## config.mk

```make
export PLATFORM = sky130hd
export DESIGN_NAME = sfd_diag
export DESIGN_NICKNAME = d
export VERILOG_FILES = /design/src/hw/sfd_sync.v /design/src/hw/sfd_diag.v
export VERILOG_INCLUDE_DIRS = /design/src /design/src/hw
export SDC_FILE = /design/constraint.sdc
export NUM_CORES = 1
export LEC_CHECK = 0
export BUFFER_PORTS_ARGS = -buffer_cell sky130_fd_sc_hd__buf_4
export CORE_ASPECT_RATIO = 2
export CORE_MARGIN = 2
export CORE_UTILIZATION = 35
export DETAILED_ROUTE_END_ITERATION = 12
export PLACE_DENSITY_LB_ADDON = 0.2
export SLEW_MARGIN = 30
export SYNTH_ARGS = -nofsm -noshare
export SYNTH_HDL_FRONTEND = slang
export SYNTH_SLANG_ARGS = --single-unit
export TNS_END_PERCENT = 1
```

## constraint.sdc

```tcl
create_clock -name clk_i -period 5.6 [get_ports clk_i]
set_clock_uncertainty 0.15 [all_clocks]
set_input_delay 1.68 -clock clk_i [delete_from_list [all_inputs] [get_ports clk_i]]
set_output_delay 1.68 -clock clk_i [all_outputs]
set_load 0.05 [all_outputs]
```

## src/hw/sfd_defs.vh

```
// constants for the sensor fault diagnostics block
`ifndef SFD_DEFS_VH
`define SFD_DEFS_VH
`define SFD_CLK_MHZ 200
`define SFD_TICK_US 1
`define SFD_TICK_CYCLES (`SFD_CLK_MHZ * `SFD_TICK_US)
`define SFD_UV_HOLD_MS 8
`define SFD_UV_HOLD_TICKS (`SFD_UV_HOLD_MS * 1000 / `SFD_TICK_US)
`define SFD_PO_DELAY_US 1000
`define SFD_PO_DELAY_TICKS (`SFD_PO_DELAY_US / `SFD_TICK_US)
`define SFD_ADDR_CFG 4'h0
`define SFD_ADDR_STATUS 4'h4
`define SFD_ADDR_MEMADDR 4'h8
`define SFD_ADDR_MEMDATA 4'hC
`define SFD_CFG_OV_EN 0
`define SFD_CFG_UV_EN 1
`define SFD_CFG_OOR_EN 2
`define SFD_CFG_SPM_EN 3
`define SFD_CFG_TEMP_EN 4
`define SFD_CFG_DIAG_HIZ 5
`define SFD_CFG_POR_HOLD 6
`define SFD_CFG_SPM_ANA 7
`define SFD_CFG_SPM_DIG 8
`define SFD_CFG_RATIO_LSB 12
`define SFD_CFG_LOCK_LSB 20
`define SFD_CFG_RESET 32'h0000715F
`define SFD_CFG_MASK 32'h00FFF1FF
`define SFD_FLAG_ECC 0
`define SFD_FLAG_SP 2
`define SFD_FLAG_UV 3
`define SFD_FLAG_OV 4
`define SFD_FLAG_TEMP 5
`define SFD_FLAG_OOR_LO 6
`define SFD_FLAG_OOR_HI 7
`define SFD_OUT_NORMAL 2'h0
`define SFD_OUT_DIAG 2'h1
`define SFD_OUT_HIZ 2'h2
`define SFD_OUT_WAIT 2'h3
`define SFD_LOCK_CODE 4'hC
`define SFD_TEMP_HI 12'sh0A0
`define SFD_TEMP_LO (-12'sh037)
`define SFD_MEM_DATA_W 26
`define SFD_RESP_SBE_BIT 28
`define SFD_RESP_DBE_BIT 29
`endif

```

## src/hw/sfd_sync.v

```verilog
// two-stage synchroniser for asynchronous level inputs
`timescale 1ns/1ps
`default_nettype none
module sfd_sync #(
  parameter W = 1
) (
  input wire clk_i,
  input wire sys_rst_i,
  input wire [W-1:0] async_i,
  output reg [W-1:0] sync_o
);
  // first stage is read by the second stage only
  reg [W-1:0] meta;

  always @(posedge clk_i) begin
    if (sys_rst_i) begin
      meta <= {W{1'b0}};
      sync_o <= {W{1'b0}};
    end else begin
      meta <= async_i;
      sync_o <= meta;
    end
  end
endmodule // sfd_sync
`default_nettype wire

```

## src/hw/sfd_diag.v

```verilog
// fault supervision, output fault state and memory read formatting
`timescale 1ns/1ps
`default_nettype none
`include "sfd_defs.vh"
// Behaviour
// - separate enables for overvoltage, undervoltage, out of range, path monitor, temperature.
// - errors drive coded diagnostic output by default, or high impedance if configured.
// - path monitor injects reference; flags error when result leaves tolerance window.
// - reference shares converter slots; ratio set by monitor_sample_ratio.
// - analog and digital path checks have own enables; digital on, analog off.
// - out of range flags on path clamping or converter input overrange.
// - undervoltage holds fault state; normal output returns when supply recovers.
// - high impedance in reset; then follow undervoltage, no data before power_on_delay.
// - hold select 0 clears immediately; 1 holds undervoltage error about 8 ms.
// - overvoltage sets above upper level, clears below lower level, else holds.
// - overvoltage needs lock; unlocked overvoltage enters programming mode, high impedance.
// - above highvolt_level the output is high impedance regardless of configuration.
// - temperature error above 160 C or below -55 C drives diagnostic response.
// - single-bit memory errors are corrected transparently.
// - double-bit memory error raises internal fault and forces high impedance.
// - read response has data in bits 0..25, zeros in 26..31 when clean.
// - corrected single-bit error sets response bit 28.
// - double-bit error sets response bit 29.
// - overvoltage enters programming mode whenever lock code is not 12.
module sfd_diag #(
  parameter [23:0] UV_HOLD_TICKS = `SFD_UV_HOLD_TICKS,
  parameter [23:0] PO_DELAY_TICKS = `SFD_PO_DELAY_TICKS,
  parameter REF_W = 16,
  parameter [15:0] REF_LO = 16'h7000,
  parameter [15:0] REF_HI = 16'h9000
) (
  input wire clk_i,
  input wire sys_rst_i,
  input wire [3:0] avs_address_i,
  input wire avs_read_i,
  input wire avs_write_i,
  input wire [31:0] avs_writedata_i,
  input wire [3:0] avs_byteenable_i,
  output reg [31:0] avs_readdata_o,
  output wire avs_waitrequest_o,
  input wire low_supply_detector_i,
  input wire overvolt_upper_level_i,
  input wire overvolt_lower_level_i,
  input wire highvolt_level_i,
  input wire signed [11:0] temp_c_i,
  input wire clamp_low_i,
  input wire clamp_high_i,
  input wire adc_overrange_i,
  input wire adc_slot_i,
  input wire adc_valid_i,
  input wire [REF_W-1:0] adc_data_i,
  input wire dsp_check_fail_i,
  output wire [7:0] mem_addr_o,
  output reg mem_rd_o,
  input wire [31:0] mem_word_i,
  input wire mem_ack_i,
  output wire adc_ref_sel_o,
  output reg [1:0] out_state_o,
  output reg [7:0] diag_flags_o,
  output reg prog_mode_o,
  output reg ecc_fault_o
);
  reg [31:0] cfg;
  reg [7:0] mem_addr;
  reg done;
  reg mem_busy;
  reg [7:0] tick_cnt;
  reg tick;
  reg [23:0] po_cnt;
  reg po_done;
  reg [23:0] uv_cnt;
  reg uv_state;
  reg ov_state;
  reg [7:0] slot_cnt;
  reg ref_busy;
  reg sp_ana_bad;
  reg [31:0] next_rdata;
  reg [27:0] ecc_res;
  reg [7:0] next_flags;
  reg [1:0] next_out;
  wire [3:0] pins_s;
  wire uv_s;
  wire ovu_s;
  wire ovl_s;
  wire hv_s;
  wire locked;
  wire [7:0] ratio;
  wire req;

  sfd_sync #(
    .W(4)
  ) u_sync (
    .clk_i(clk_i),
    .sys_rst_i(sys_rst_i),
    .async_i({highvolt_level_i, overvolt_lower_level_i, overvolt_upper_level_i,
      low_supply_detector_i}),
    .sync_o(pins_s)
  );

  assign uv_s = pins_s[0];
  assign ovu_s = pins_s[1];
  assign ovl_s = pins_s[2];
  assign hv_s = pins_s[3];
  assign ratio = cfg[`SFD_CFG_RATIO_LSB+7:`SFD_CFG_RATIO_LSB];
  assign locked = (cfg[`SFD_CFG_LOCK_LSB+3:`SFD_CFG_LOCK_LSB] == `SFD_LOCK_CODE);
  assign mem_addr_o = mem_addr;
  assign req = avs_read_i | avs_write_i;
  assign avs_waitrequest_o = req & ~done;

  // secded decode: cw[0] overall parity, cw[31:1] hamming positions 1..31
  function [27:0] ecc_decode;
    input [31:0] cw;
    reg [31:0] fix;
    reg [4:0] syn;
    reg [25:0] data;
    reg par;
    reg sbe;
    reg dbe;
    integer i;
    integer k;
    begin
      syn = 5'h00;
      par = ^cw;
      for (i = 1; i < 32; i = i + 1) begin
        if (cw[i]) begin
          syn = syn ^ i[4:0];
        end
      end
      sbe = par;
      dbe = ~par & (syn != 5'h00);
      fix = cw;
      if (par && (syn != 5'h00)) begin
        fix[syn] = ~cw[syn];
      end
      data = 26'h0000000;
      k = 0;
      for (i = 3; i < 32; i = i + 1) begin
        if ((i != 4) && (i != 8) && (i != 16)) begin
          data[k] = fix[i];
          k = k + 1;
        end
      end
      ecc_decode = {dbe, sbe, data};
    end
  endfunction

  // 1 us enable pulse; every slow timer counts on it
  always @(posedge clk_i) begin
    if (sys_rst_i) begin
      tick_cnt <= 8'h00;
      tick <= 1'b0;
    end else begin
      tick <= (tick_cnt == `SFD_TICK_CYCLES - 1);
      if (tick_cnt == `SFD_TICK_CYCLES - 1) begin
        tick_cnt <= 8'h00;
      end else begin
        tick_cnt <= tick_cnt + 8'h01;
      end
    end
  end

  // power-on delay after reset release
  always @(posedge clk_i) begin
    if (sys_rst_i) begin
      po_cnt <= 24'h000000;
      po_done <= 1'b0;
    end else if (tick && !po_done) begin
      po_cnt <= po_cnt + 24'h000001;
      po_done <= (po_cnt >= PO_DELAY_TICKS - 24'h000001);
    end
  end

  // undervoltage state with optional recovery hold
  always @(posedge clk_i) begin
    if (sys_rst_i) begin
      uv_state <= 1'b0;
      uv_cnt <= 24'h000000;
    end else if (uv_s) begin
      uv_state <= 1'b1;
      uv_cnt <= 24'h000000;
    end else if (uv_state) begin
      if (!cfg[`SFD_CFG_POR_HOLD]) begin
        uv_state <= 1'b0;
      end else if (tick) begin
        // hold lets the signal path settle before data is trusted
        if (uv_cnt >= UV_HOLD_TICKS - 24'h000001) begin
          uv_state <= 1'b0;
        end else begin
          uv_cnt <= uv_cnt + 24'h000001;
        end
      end
    end
  end

  // overvoltage hysteresis between the two comparator levels
  always @(posedge clk_i) begin
    if (sys_rst_i) begin
      ov_state <= 1'b0;
    end else if (ovu_s) begin
      ov_state <= 1'b1;
    end else if (!ovl_s) begin
      ov_state <= 1'b0;
    end
  end

  // reference slot scheduling and analog window check
  assign adc_ref_sel_o = cfg[`SFD_CFG_SPM_EN] & cfg[`SFD_CFG_SPM_ANA] &
    (slot_cnt == ratio);

  always @(posedge clk_i) begin
    if (sys_rst_i) begin
      slot_cnt <= 8'h00;
      ref_busy <= 1'b0;
      sp_ana_bad <= 1'b0;
    end else begin
      if (adc_slot_i) begin
        ref_busy <= adc_ref_sel_o;
        if (slot_cnt >= ratio) begin
          slot_cnt <= 8'h00;
        end else begin
          slot_cnt <= slot_cnt + 8'h01;
        end
      end else if (adc_valid_i) begin
        ref_busy <= 1'b0;
      end
      if (adc_valid_i && ref_busy && !adc_slot_i) begin
        sp_ana_bad <= (adc_data_i < REF_LO) || (adc_data_i > REF_HI);
      end
      if (!cfg[`SFD_CFG_SPM_ANA]) begin
        sp_ana_bad <= 1'b0;
      end
    end
  end

  // detector flags, each masked by its enable except the memory fault flag
  always @* begin
    next_flags = 8'h00;
    next_flags[`SFD_FLAG_ECC] = ecc_fault_o;
    next_flags[`SFD_FLAG_UV] = cfg[`SFD_CFG_UV_EN] & uv_state;
    next_flags[`SFD_FLAG_OV] = cfg[`SFD_CFG_OV_EN] & ov_state & locked;
    next_flags[`SFD_FLAG_SP] = cfg[`SFD_CFG_SPM_EN] &
      ((cfg[`SFD_CFG_SPM_ANA] & sp_ana_bad) |
      (cfg[`SFD_CFG_SPM_DIG] & dsp_check_fail_i));
    next_flags[`SFD_FLAG_TEMP] = cfg[`SFD_CFG_TEMP_EN] &
      ((temp_c_i > `SFD_TEMP_HI) || (temp_c_i < `SFD_TEMP_LO));
    next_flags[`SFD_FLAG_OOR_LO] = cfg[`SFD_CFG_OOR_EN] &
      (clamp_low_i | (adc_overrange_i & adc_data_i[REF_W-1]));
    next_flags[`SFD_FLAG_OOR_HI] = cfg[`SFD_CFG_OOR_EN] &
      (clamp_high_i | (adc_overrange_i & ~adc_data_i[REF_W-1]));
  end

  // output state priority: forced high impedance, then errors, then start-up wait
  always @* begin
    if (hv_s || (ov_state && !locked) || ecc_fault_o) begin
      next_out = `SFD_OUT_HIZ;
    end else if (next_flags != 8'h00) begin
      if (cfg[`SFD_CFG_DIAG_HIZ]) begin
        next_out = `SFD_OUT_HIZ;
      end else begin
        next_out = `SFD_OUT_DIAG;
      end
    end else if (!po_done) begin
      next_out = `SFD_OUT_WAIT;
    end else begin
      next_out = `SFD_OUT_NORMAL;
    end
  end

  always @(posedge clk_i) begin
    if (sys_rst_i) begin
      out_state_o <= `SFD_OUT_HIZ;
      diag_flags_o <= 8'h00;
      prog_mode_o <= 1'b0;
    end else begin
      out_state_o <= next_out;
      diag_flags_o <= next_flags;
      prog_mode_o <= ov_state & ~locked;
    end
  end

  // register read mux
  always @* begin
    case (avs_address_i)
      `SFD_ADDR_CFG: next_rdata = cfg;
      `SFD_ADDR_STATUS: next_rdata = {19'h00000, po_done, hv_s, prog_mode_o,
        out_state_o, diag_flags_o};
      `SFD_ADDR_MEMADDR: next_rdata = {24'h000000, mem_addr};
      default: next_rdata = 32'h00000000;
    endcase
  end

  always @* begin
    ecc_res = ecc_decode(mem_word_i);
  end

  // avalon slave: one wait cycle per access, memory reads wait for the array
  always @(posedge clk_i) begin
    if (sys_rst_i) begin
      cfg <= `SFD_CFG_RESET;
      mem_addr <= 8'h00;
      done <= 1'b0;
      mem_busy <= 1'b0;
      mem_rd_o <= 1'b0;
      avs_readdata_o <= 32'h00000000;
      ecc_fault_o <= 1'b0;
    end else begin
      done <= 1'b0;
      mem_rd_o <= 1'b0;
      if (req && !done) begin
        if (avs_read_i && (avs_address_i == `SFD_ADDR_MEMDATA)) begin
          if (!mem_busy) begin
            mem_busy <= 1'b1;
            mem_rd_o <= 1'b1;
          end else if (mem_ack_i) begin
            mem_busy <= 1'b0;
            done <= 1'b1;
            avs_readdata_o <= {2'b00, ecc_res[27], ecc_res[26], 2'b00,
              ecc_res[25:0]};
            if (ecc_res[27]) begin
              ecc_fault_o <= 1'b1;
            end
          end
        end else begin
          done <= 1'b1;
          avs_readdata_o <= next_rdata;
          if (avs_write_i && (avs_address_i == `SFD_ADDR_CFG)) begin
            if (avs_byteenable_i[0]) begin
              cfg[7:0] <= avs_writedata_i[7:0];
            end
            if (avs_byteenable_i[1]) begin
              cfg[15:8] <= avs_writedata_i[15:8] & 8'hF1;
            end
            if (avs_byteenable_i[2]) begin
              cfg[23:16] <= avs_writedata_i[23:16];
            end
          end
          if (avs_write_i && (avs_address_i == `SFD_ADDR_MEMADDR) &&
              avs_byteenable_i[0]) begin
            mem_addr <= avs_writedata_i[7:0];
          end
        end
      end
    end
  end
endmodule // sfd_diag
`default_nettype wire

```

Yosys cells after proc, flatten, opt, wreduce, memory -nomap -nowiden
Cells that the tools add are included.
{ "word_totals": {"ff_bits": 154, "latchBits": 0, "ram_bits": 0, "romBits": 0, "input_bits": 115, "out_inout_bits": 55, "wordCells": 204, "n_memories": 0} }
{ "classes": {"addsub": 4, "n_mul": 0, "n_div": 0, "n_lt_le_gt_ge": 9, "n_eq_ne": 9, "n_shift": 0, "muxes": 60, "n_bitwise": 59, "n_reduce_logical": 38} }
{ "op_table": {"columns": ["operator", "count"], "rows": [
  ["two-way mux 32 bit", 4],
  ["two-way mux 5 bit", 16],
  ["one-hot mux 24 bit (3 select lines)", 1],
  ["adder 24 x 1 -> 24 bit, second input constant", 2],
  ["bitwise mux 32 bit", 1],
  ["two-way mux 4 bit", 8],
  ["XOR reduction 32 bit", 1],
  ["NOT 3 bit", 10],
  ["greater-or-equal comparator 24 x 10 -> 1 bit, second input constant", 1],
  ["greater-or-equal comparator 24 x 13 -> 1 bit, second input constant", 1],
  ["NOT 2 bit", 10],
  ["NOT 4 bit", 5],
  ["two-way mux 1 bit", 18],
  ["adder 8 x 1 -> 8 bit, second input constant", 2],
  ["bitwise AND 1 bit", 16],
  ["greater-than comparator 16 bit, second input constant", 1],
  ["less-than comparator 16 x 15 -> 1 bit, second input constant", 1],
  ["AND reduction 4 bit", 4],
  ["equality test 4 bit, second input constant", 3],
  ["greater-than comparator 12 x 9 -> 1 bit, second input constant", 1],
  ["less-than comparator 12 x 7 -> 1 bit, second input constant", 1],
  ["two-way mux 3 bit", 4],
  ["logical AND 1 bit", 11],
  ["two-way mux 2 bit", 5],
  ["other kinds (25)", 52]
]} }

Logic depth before layout (Yosys ltp)
{ "logic_depth": {"word_depth": 66, "ltp_mapped": 11} }

Modules after synthesis
A second synthesis with hierarchy kept.
{ "unflattened": {"hier_cells": 863, "hier_area_um2": 7661.1} }
{ "modules_own_cells": {"columns": ["mod", "instances", "cells_per_inst", "area_each_um2", "seq_area_each_um2"], "rows": [
  ["sfd_diag", 1, 847, 7450.9, 2822.7],
  ["sfd_sync", 1, 16, 210.2, 160.2]
]} }

Least setup slack after synthesis
No wires, ideal clock.
{ "synth_path": {"path_type": "in2out", "from": "in avs_read_i", "to": "out avs_waitrequest_o", "arrival_ns": 2.429, "required_ns": 3.770, "setup_slack_ns": 1.341, "cell_stages": 2, "path_buffers": 0, "cell_sequence": "nor2_1 nor2_1"} }
{ "synth_between": {"elab_chain_cells": 2} }
{ "synth_lines": {"columns": ["element", "line_no", "text"], "rows": [
  ["start: declaration", "sfd_diag.v:35", "input wire avs_read_i,"],
  ["bitwise OR 1 bit", "sfd_diag.v:107", "assign req = avs_read_i | avs_write_i;"],
  ["bitwise AND 1 bit", "sfd_diag.v:108", "assign avs_waitrequest_o = req & ~done;"],
  ["end: declaration", "sfd_diag.v:40", "output wire avs_waitrequest_o,"]
]} }
Every way passes these cells.

Worst setup path in the final report
{ "layout_path": {"from": "in mem_word_i[7]", "to": "reg avs_readdata_o[4]"} }
{ "layout_between": {"elab_chain_cells": 46, "word_cells_on_any_way": 62} }
{ "layout_lines": {"columns": ["element", "line_no", "text"], "rows": [
  ["start: declaration", "sfd_diag.v:55", "input wire [31:0] mem_word_i,"],
  ["two-way mux 3 bit", "sfd_diag.v:125", "if (cw[i]) begin"],
  ["two-way mux 4 bit", "sfd_diag.v:125", null],
  ["NOT 2 bit (no line) or two-way mux 4 bit (tied branches)", null, null],
  ["two-way mux 4 bit or NOT 2 bit (tied branches)", null, null],
  ["two-way mux 4 bit", "sfd_diag.v:125", null],
  ["NOT 3 bit (no line) or NOT 2 bit (tied branches)", null, null],
  ["two-way mux 4 bit", "sfd_diag.v:125", null],
  ["two-way mux 4 bit or NOT 3 bit (tied branches)", null, null],
  ["[30 not listed]", null, null],
  ["logical AND 1 bit (implied by the code)", "sfd_diag.v:133", "fix[syn] = ~cw[syn];"],
  ["two-way mux 1 bit (implied by the code)", "sfd_diag.v:133", null],
  ["demux 1 bit (select 5 bit)", "sfd_diag.v:133", null],
  ["bitwise mux 32 bit", "sfd_diag.v:133", null],
  ["two-way mux 32 bit (*)", "sfd_diag.v:132", "if (par && (syn != 5'h00)) begin"],
  ["two-way mux 32 bit (*)", "sfd_diag.v:314", "end else if (mem_ack_i) begin"],
  ["two-way mux 32 bit (*)", "sfd_diag.v:311", "if (!mem_busy) begin"],
  ["two-way mux 32 bit (*)", "sfd_diag.v:310", "if (avs_read_i && (avs_address_i == `SFD_ADDR_MEMDATA)) begin"],
  ["end signal: assignment", "sfd_diag.v:317", "avs_readdata_o <= {2'b00, ecc_res[27], ecc_res[26], 2'b00,"],
  ["end signal: assignment", "sfd_diag.v:325", "avs_readdata_o <= next_rdata;"],
  ["end: declaration", "sfd_diag.v:39", "output reg [31:0] avs_readdata_o,"]
]} }
Every way passes the cells marked *; elsewhere a longest branch is shown, timed or not. The select of a mux whose other input is x is not followed.
A chain may end at the register's enable or synchronous reset.

==> run_results.csv <==
group,metric,value,unit
cts,clock_path_buffers,2,
worst_setup_path,critPathArrivalTime,4.72,ns
cells_and_area,postLayoutCoreUtil,44.50,%
power_and_ir_drop,sequentialPowerShare,31.7,%
floorplan,die-width,109.5,microns
synth,yosysUniqueCellTypes,70,
grt,track_usage,20.30,%
worst_hold_path,min_path_type,"register to register",
floorplan,rows,77,
synth,yosysSeqAreaShare,38.32,%
floorplan,pin_count,170,
sta,rsz0062_at_grt,"false",
worst_setup_path,cp_data_required_time,5.80,ns
cells_and_area,antenna_cells,0,
cts,cts_tree,"done",
cts,clk_pin_slew_worst_paths,0.07,ns
floorplan,core_area,21970,sq um
power_and_ir_drop,combPwrFrac,37.0,%
grt,antenna_found_initial,0,
power_and_ir_drop,p_switching,0.001349,W
worst_setup_path,start_kind,"primary input",
cts,htreeDepth,4,
power_and_ir_drop,clockPowerShare,31.4,%
floorplan,die_h,214.9,microns
floorplan,initial_core_util,35.44,%
sta,slew_headroom,33.10,%
placed_design,dp_hpwl,18460,microns
sta,drv_slew,0,
cells_and_area,areaGrowthSynthToFinish,25.57,%
sta,tightestPinTransition,0.9999,ns
detailed_routing,via_count,6945,
detailed_routing,drc,0,
synth,synthArstFlopShare,0,%
detailed_routing,ant_nets,0,
run,maxCapViolCount,0,
cts,ctsHoldBuffers,0,
detailed_routing,dr.pass1.iters,4,
cts,cts_root_buf,"clkbuf_16",
cts,post_cts_buffers,0,
detailed_routing,totalWireLength,23670,microns
synth,syn-cell-area,7784,sq um
power_and_ir_drop,p_sw_share,38.62,%
detailed_routing,via_per_inst,5.218,
sta,hold_viol_final,0,
sta,timing.fmax,221.4,MHz
sta,fin_crit_sh,80.64,%
worst_setup_path,setup.worst_path.end_class,"register",
sta,fin_crit,4.516,ns
sta,setup_tns,0,ns
synth,yosysWarnings,0,
cells_and_area,drive_gt1_share,21.04,%
synth,syn_area_per_cell,8.697,sq um
grt,grt_pass1_wl,36390,microns
cts,clock_sinks,149,
cts,clock_latency,0.43,ns
synth,synth_cells,895,
sta,worst_slack,1.084,ns
synth,synth_edf_count,0,
grt,grt-ovfl-total,0,
power_and_ir_drop,vdd_drop_max,0.3022,mV
worst_setup_path,criticalPathCategory,"primary input to register",
cts,cts_resized,0,
cts,numCtsBuffers,17,
sta,whs,0.2848,ns
cells_and_area,fillers,2229,
grt,grt_max_degree,59,
detailed_routing,wl_per_cell,17.78,microns
synth,synth-seq-cells,149,
cells_and_area,layout.nets,1169,
worst_setup_path,cp_max_fo,14,
floorplan,dieArea,23520,sq um
power_and_ir_drop,internal_power,0.002145,W
power_and_ir_drop,p_leak,3.993,nW
synth,ys.flop_type,"dfxtp_1",
run_status,outcome,"complete, no violations",
detailed_routing,drt-initial-drc-count,343,
sta,finalSetupViolations,0,
power_and_ir_drop,finalPower,0.003494,W
placed_design,gp_congestion,0.8653,
placed_design,port_buffers,152,
grt,grt_pass1_vias,6844,
placed_design,pre_cts_slack,0.6686,ns
power_and_ir_drop,powerDensity,357.5,nW/um^2
[worst paths after layout]
kind	from	to	slack, ns	depth (start not counted)
worst max register to register	uv_cnt[5]	uv_cnt[10]	2.97	9
worst max-delay path	mem_word_i[7]	avs_readdata_o[4]	1.08	10
worst min-delay path	u_sync.meta[2]	u_sync.sync_o[2]	0.28	1
worst min register to register	u_sync.meta[2]	u_sync.sync_o[2]	0.28	1
[synthesized netlist by cell type, types with 4 or more instances]
cell type	number	area share (%)
xor2_1	41	4.6
nor2_1	133	6.4
a21oi_1	48	3.1
ha_1	12	1.9
a22oi_1	7	0.68
nor2b_1	21	1.7
xnor2_1	47	5.3
nor3_1	19	1.2
and3_1	15	1.2
nand2b_1	8	0.64
or3_1	13	1.0
inv_1	13	0.63
xnor2_2	4	0.84
a211o_1	13	1.5
a311o_1	5	0.64
nor3b_1	5	0.48
a21o_1	9	0.87
buf_2	4	0.26
o21ai_0	17	1.1
and4_1	4	0.45
a31oi_1	13	1.0
nand3_1	30	1.9
mux2i_1	31	4.0
buf_1	4	0.19
and2_1	14	1.1
o31ai_1	7	0.68
buf_4	7	0.68
nand4_1	20	1.6
nor4b_1	4	0.45
a211oi_1	5	0.48
nand2_1	70	3.4
clkbuf_1	27	1.3
dfxtp_1	149	38
nor4_1	16	1.3
[sequential cells by signal, indices dropped and copies added (netlist names), 2 cells and up]
name,count
avs_readdata_o,28
cfg,21
diag_flags_o,7
mem_addr_o,8
out_state_o,2
po_cnt,24
slot_cnt,8
tick_cnt,8
u_sync.meta,4
u_sync.sync_o,4
uv_cnt,24
[routing by layer]
metal  global-route usage, %  vias up  part of all wire, %
met5                       0        -                    0
met4                   9.620        0                  4.0
met3                   3.427       50                  3.7
met2                   37.55      166                   54
met1                   21.47     3255                   38
li1                        -     3474                    -
[logic make-up (layout without fill, tap and decap cells)]
family                     count (synthesis)  after routing  share of synthesized area [%]
xor gates and xnor gates                  98             98                          12.63
DFF                                      149            149                          38.32
buffers and inverters                     55            211                          3.054
AOI/OAI and AO/OA                        158            158                          14.18
and+or+nand+nor                          386            386                          24.50
muxes                                     36             36                          5.337
adders and majority gates                 12             12                          1.929
other                                      1              5                        0.04818
[layout by cell type (no fill, tap or decap), drive strengths merged, types with 5 or more instances in the layout]
master	count
buf	166
dfxtp	149
nor2	135
nand2	71
xnor2	53
a21oi	49
xor2	41
mux2i	31
nand3	30
nor2b	21
nor3	21
nand4	20
inv	20
o21ai	19
clkbuf	17
nor4	16
and3	15
and2	14
a31oi	13
or3	13
a211o	13
ha	12
a21o	9
nand2b	9
o31ai	7
a22oi	7
a211oi	6
a311o	5
nor3b	5
conb	5
[cell type report]
type	instances	area, sq um	share of cell area, %
clock buffers	17	425.4	4.352
clock inverters	15	141.4	1.446
inverters	13	48.80	0.4992
multi-input cells	695	4584	46.90
flip-flops and latches	149	2983	30.52
well taps	276	345.3	3.533
repair buffers	166	1246	12.75
[worst max-delay path, stage by stage]
cell and delay [ns]:
buf_4 0.13, xnor2_1 0.42, xnor3_2 0.46, xnor3_1 0.35, buf_4 0.26, mux4_2 0.53, and3_1 0.23, a311oi_1 0.33
a2111oi_0 0.12, nor3_1 0.18
[metrics by stage]
| stage | cell area [sq um] | std cells |
|---|---|---|
| 2_1_floorplan | 7799 | 899 |
| 3_3_place_gp | 9208 | 1299 |
| 3_5_place_dp | 9208 | 1299 |
| 4_1_cts | 9774 | 1331 |
| 5_1_grt | 9774 | 1331 |
| 6_report | 9774 | 1331 |
[power by group through the flow]
stage                     combinational, W  clock, W  sequential, W
after floorplan                   0.000830         0        0.00118
after global placement             0.00127         0        0.00113
after detailed placement           0.00128         0        0.00113
after CTS                          0.00128   0.00113        0.00111
after global routing               0.00137   0.00116        0.00111
final                              0.00129   0.00110        0.00111
Note: power is estimated with default switching activity, not from simulation.
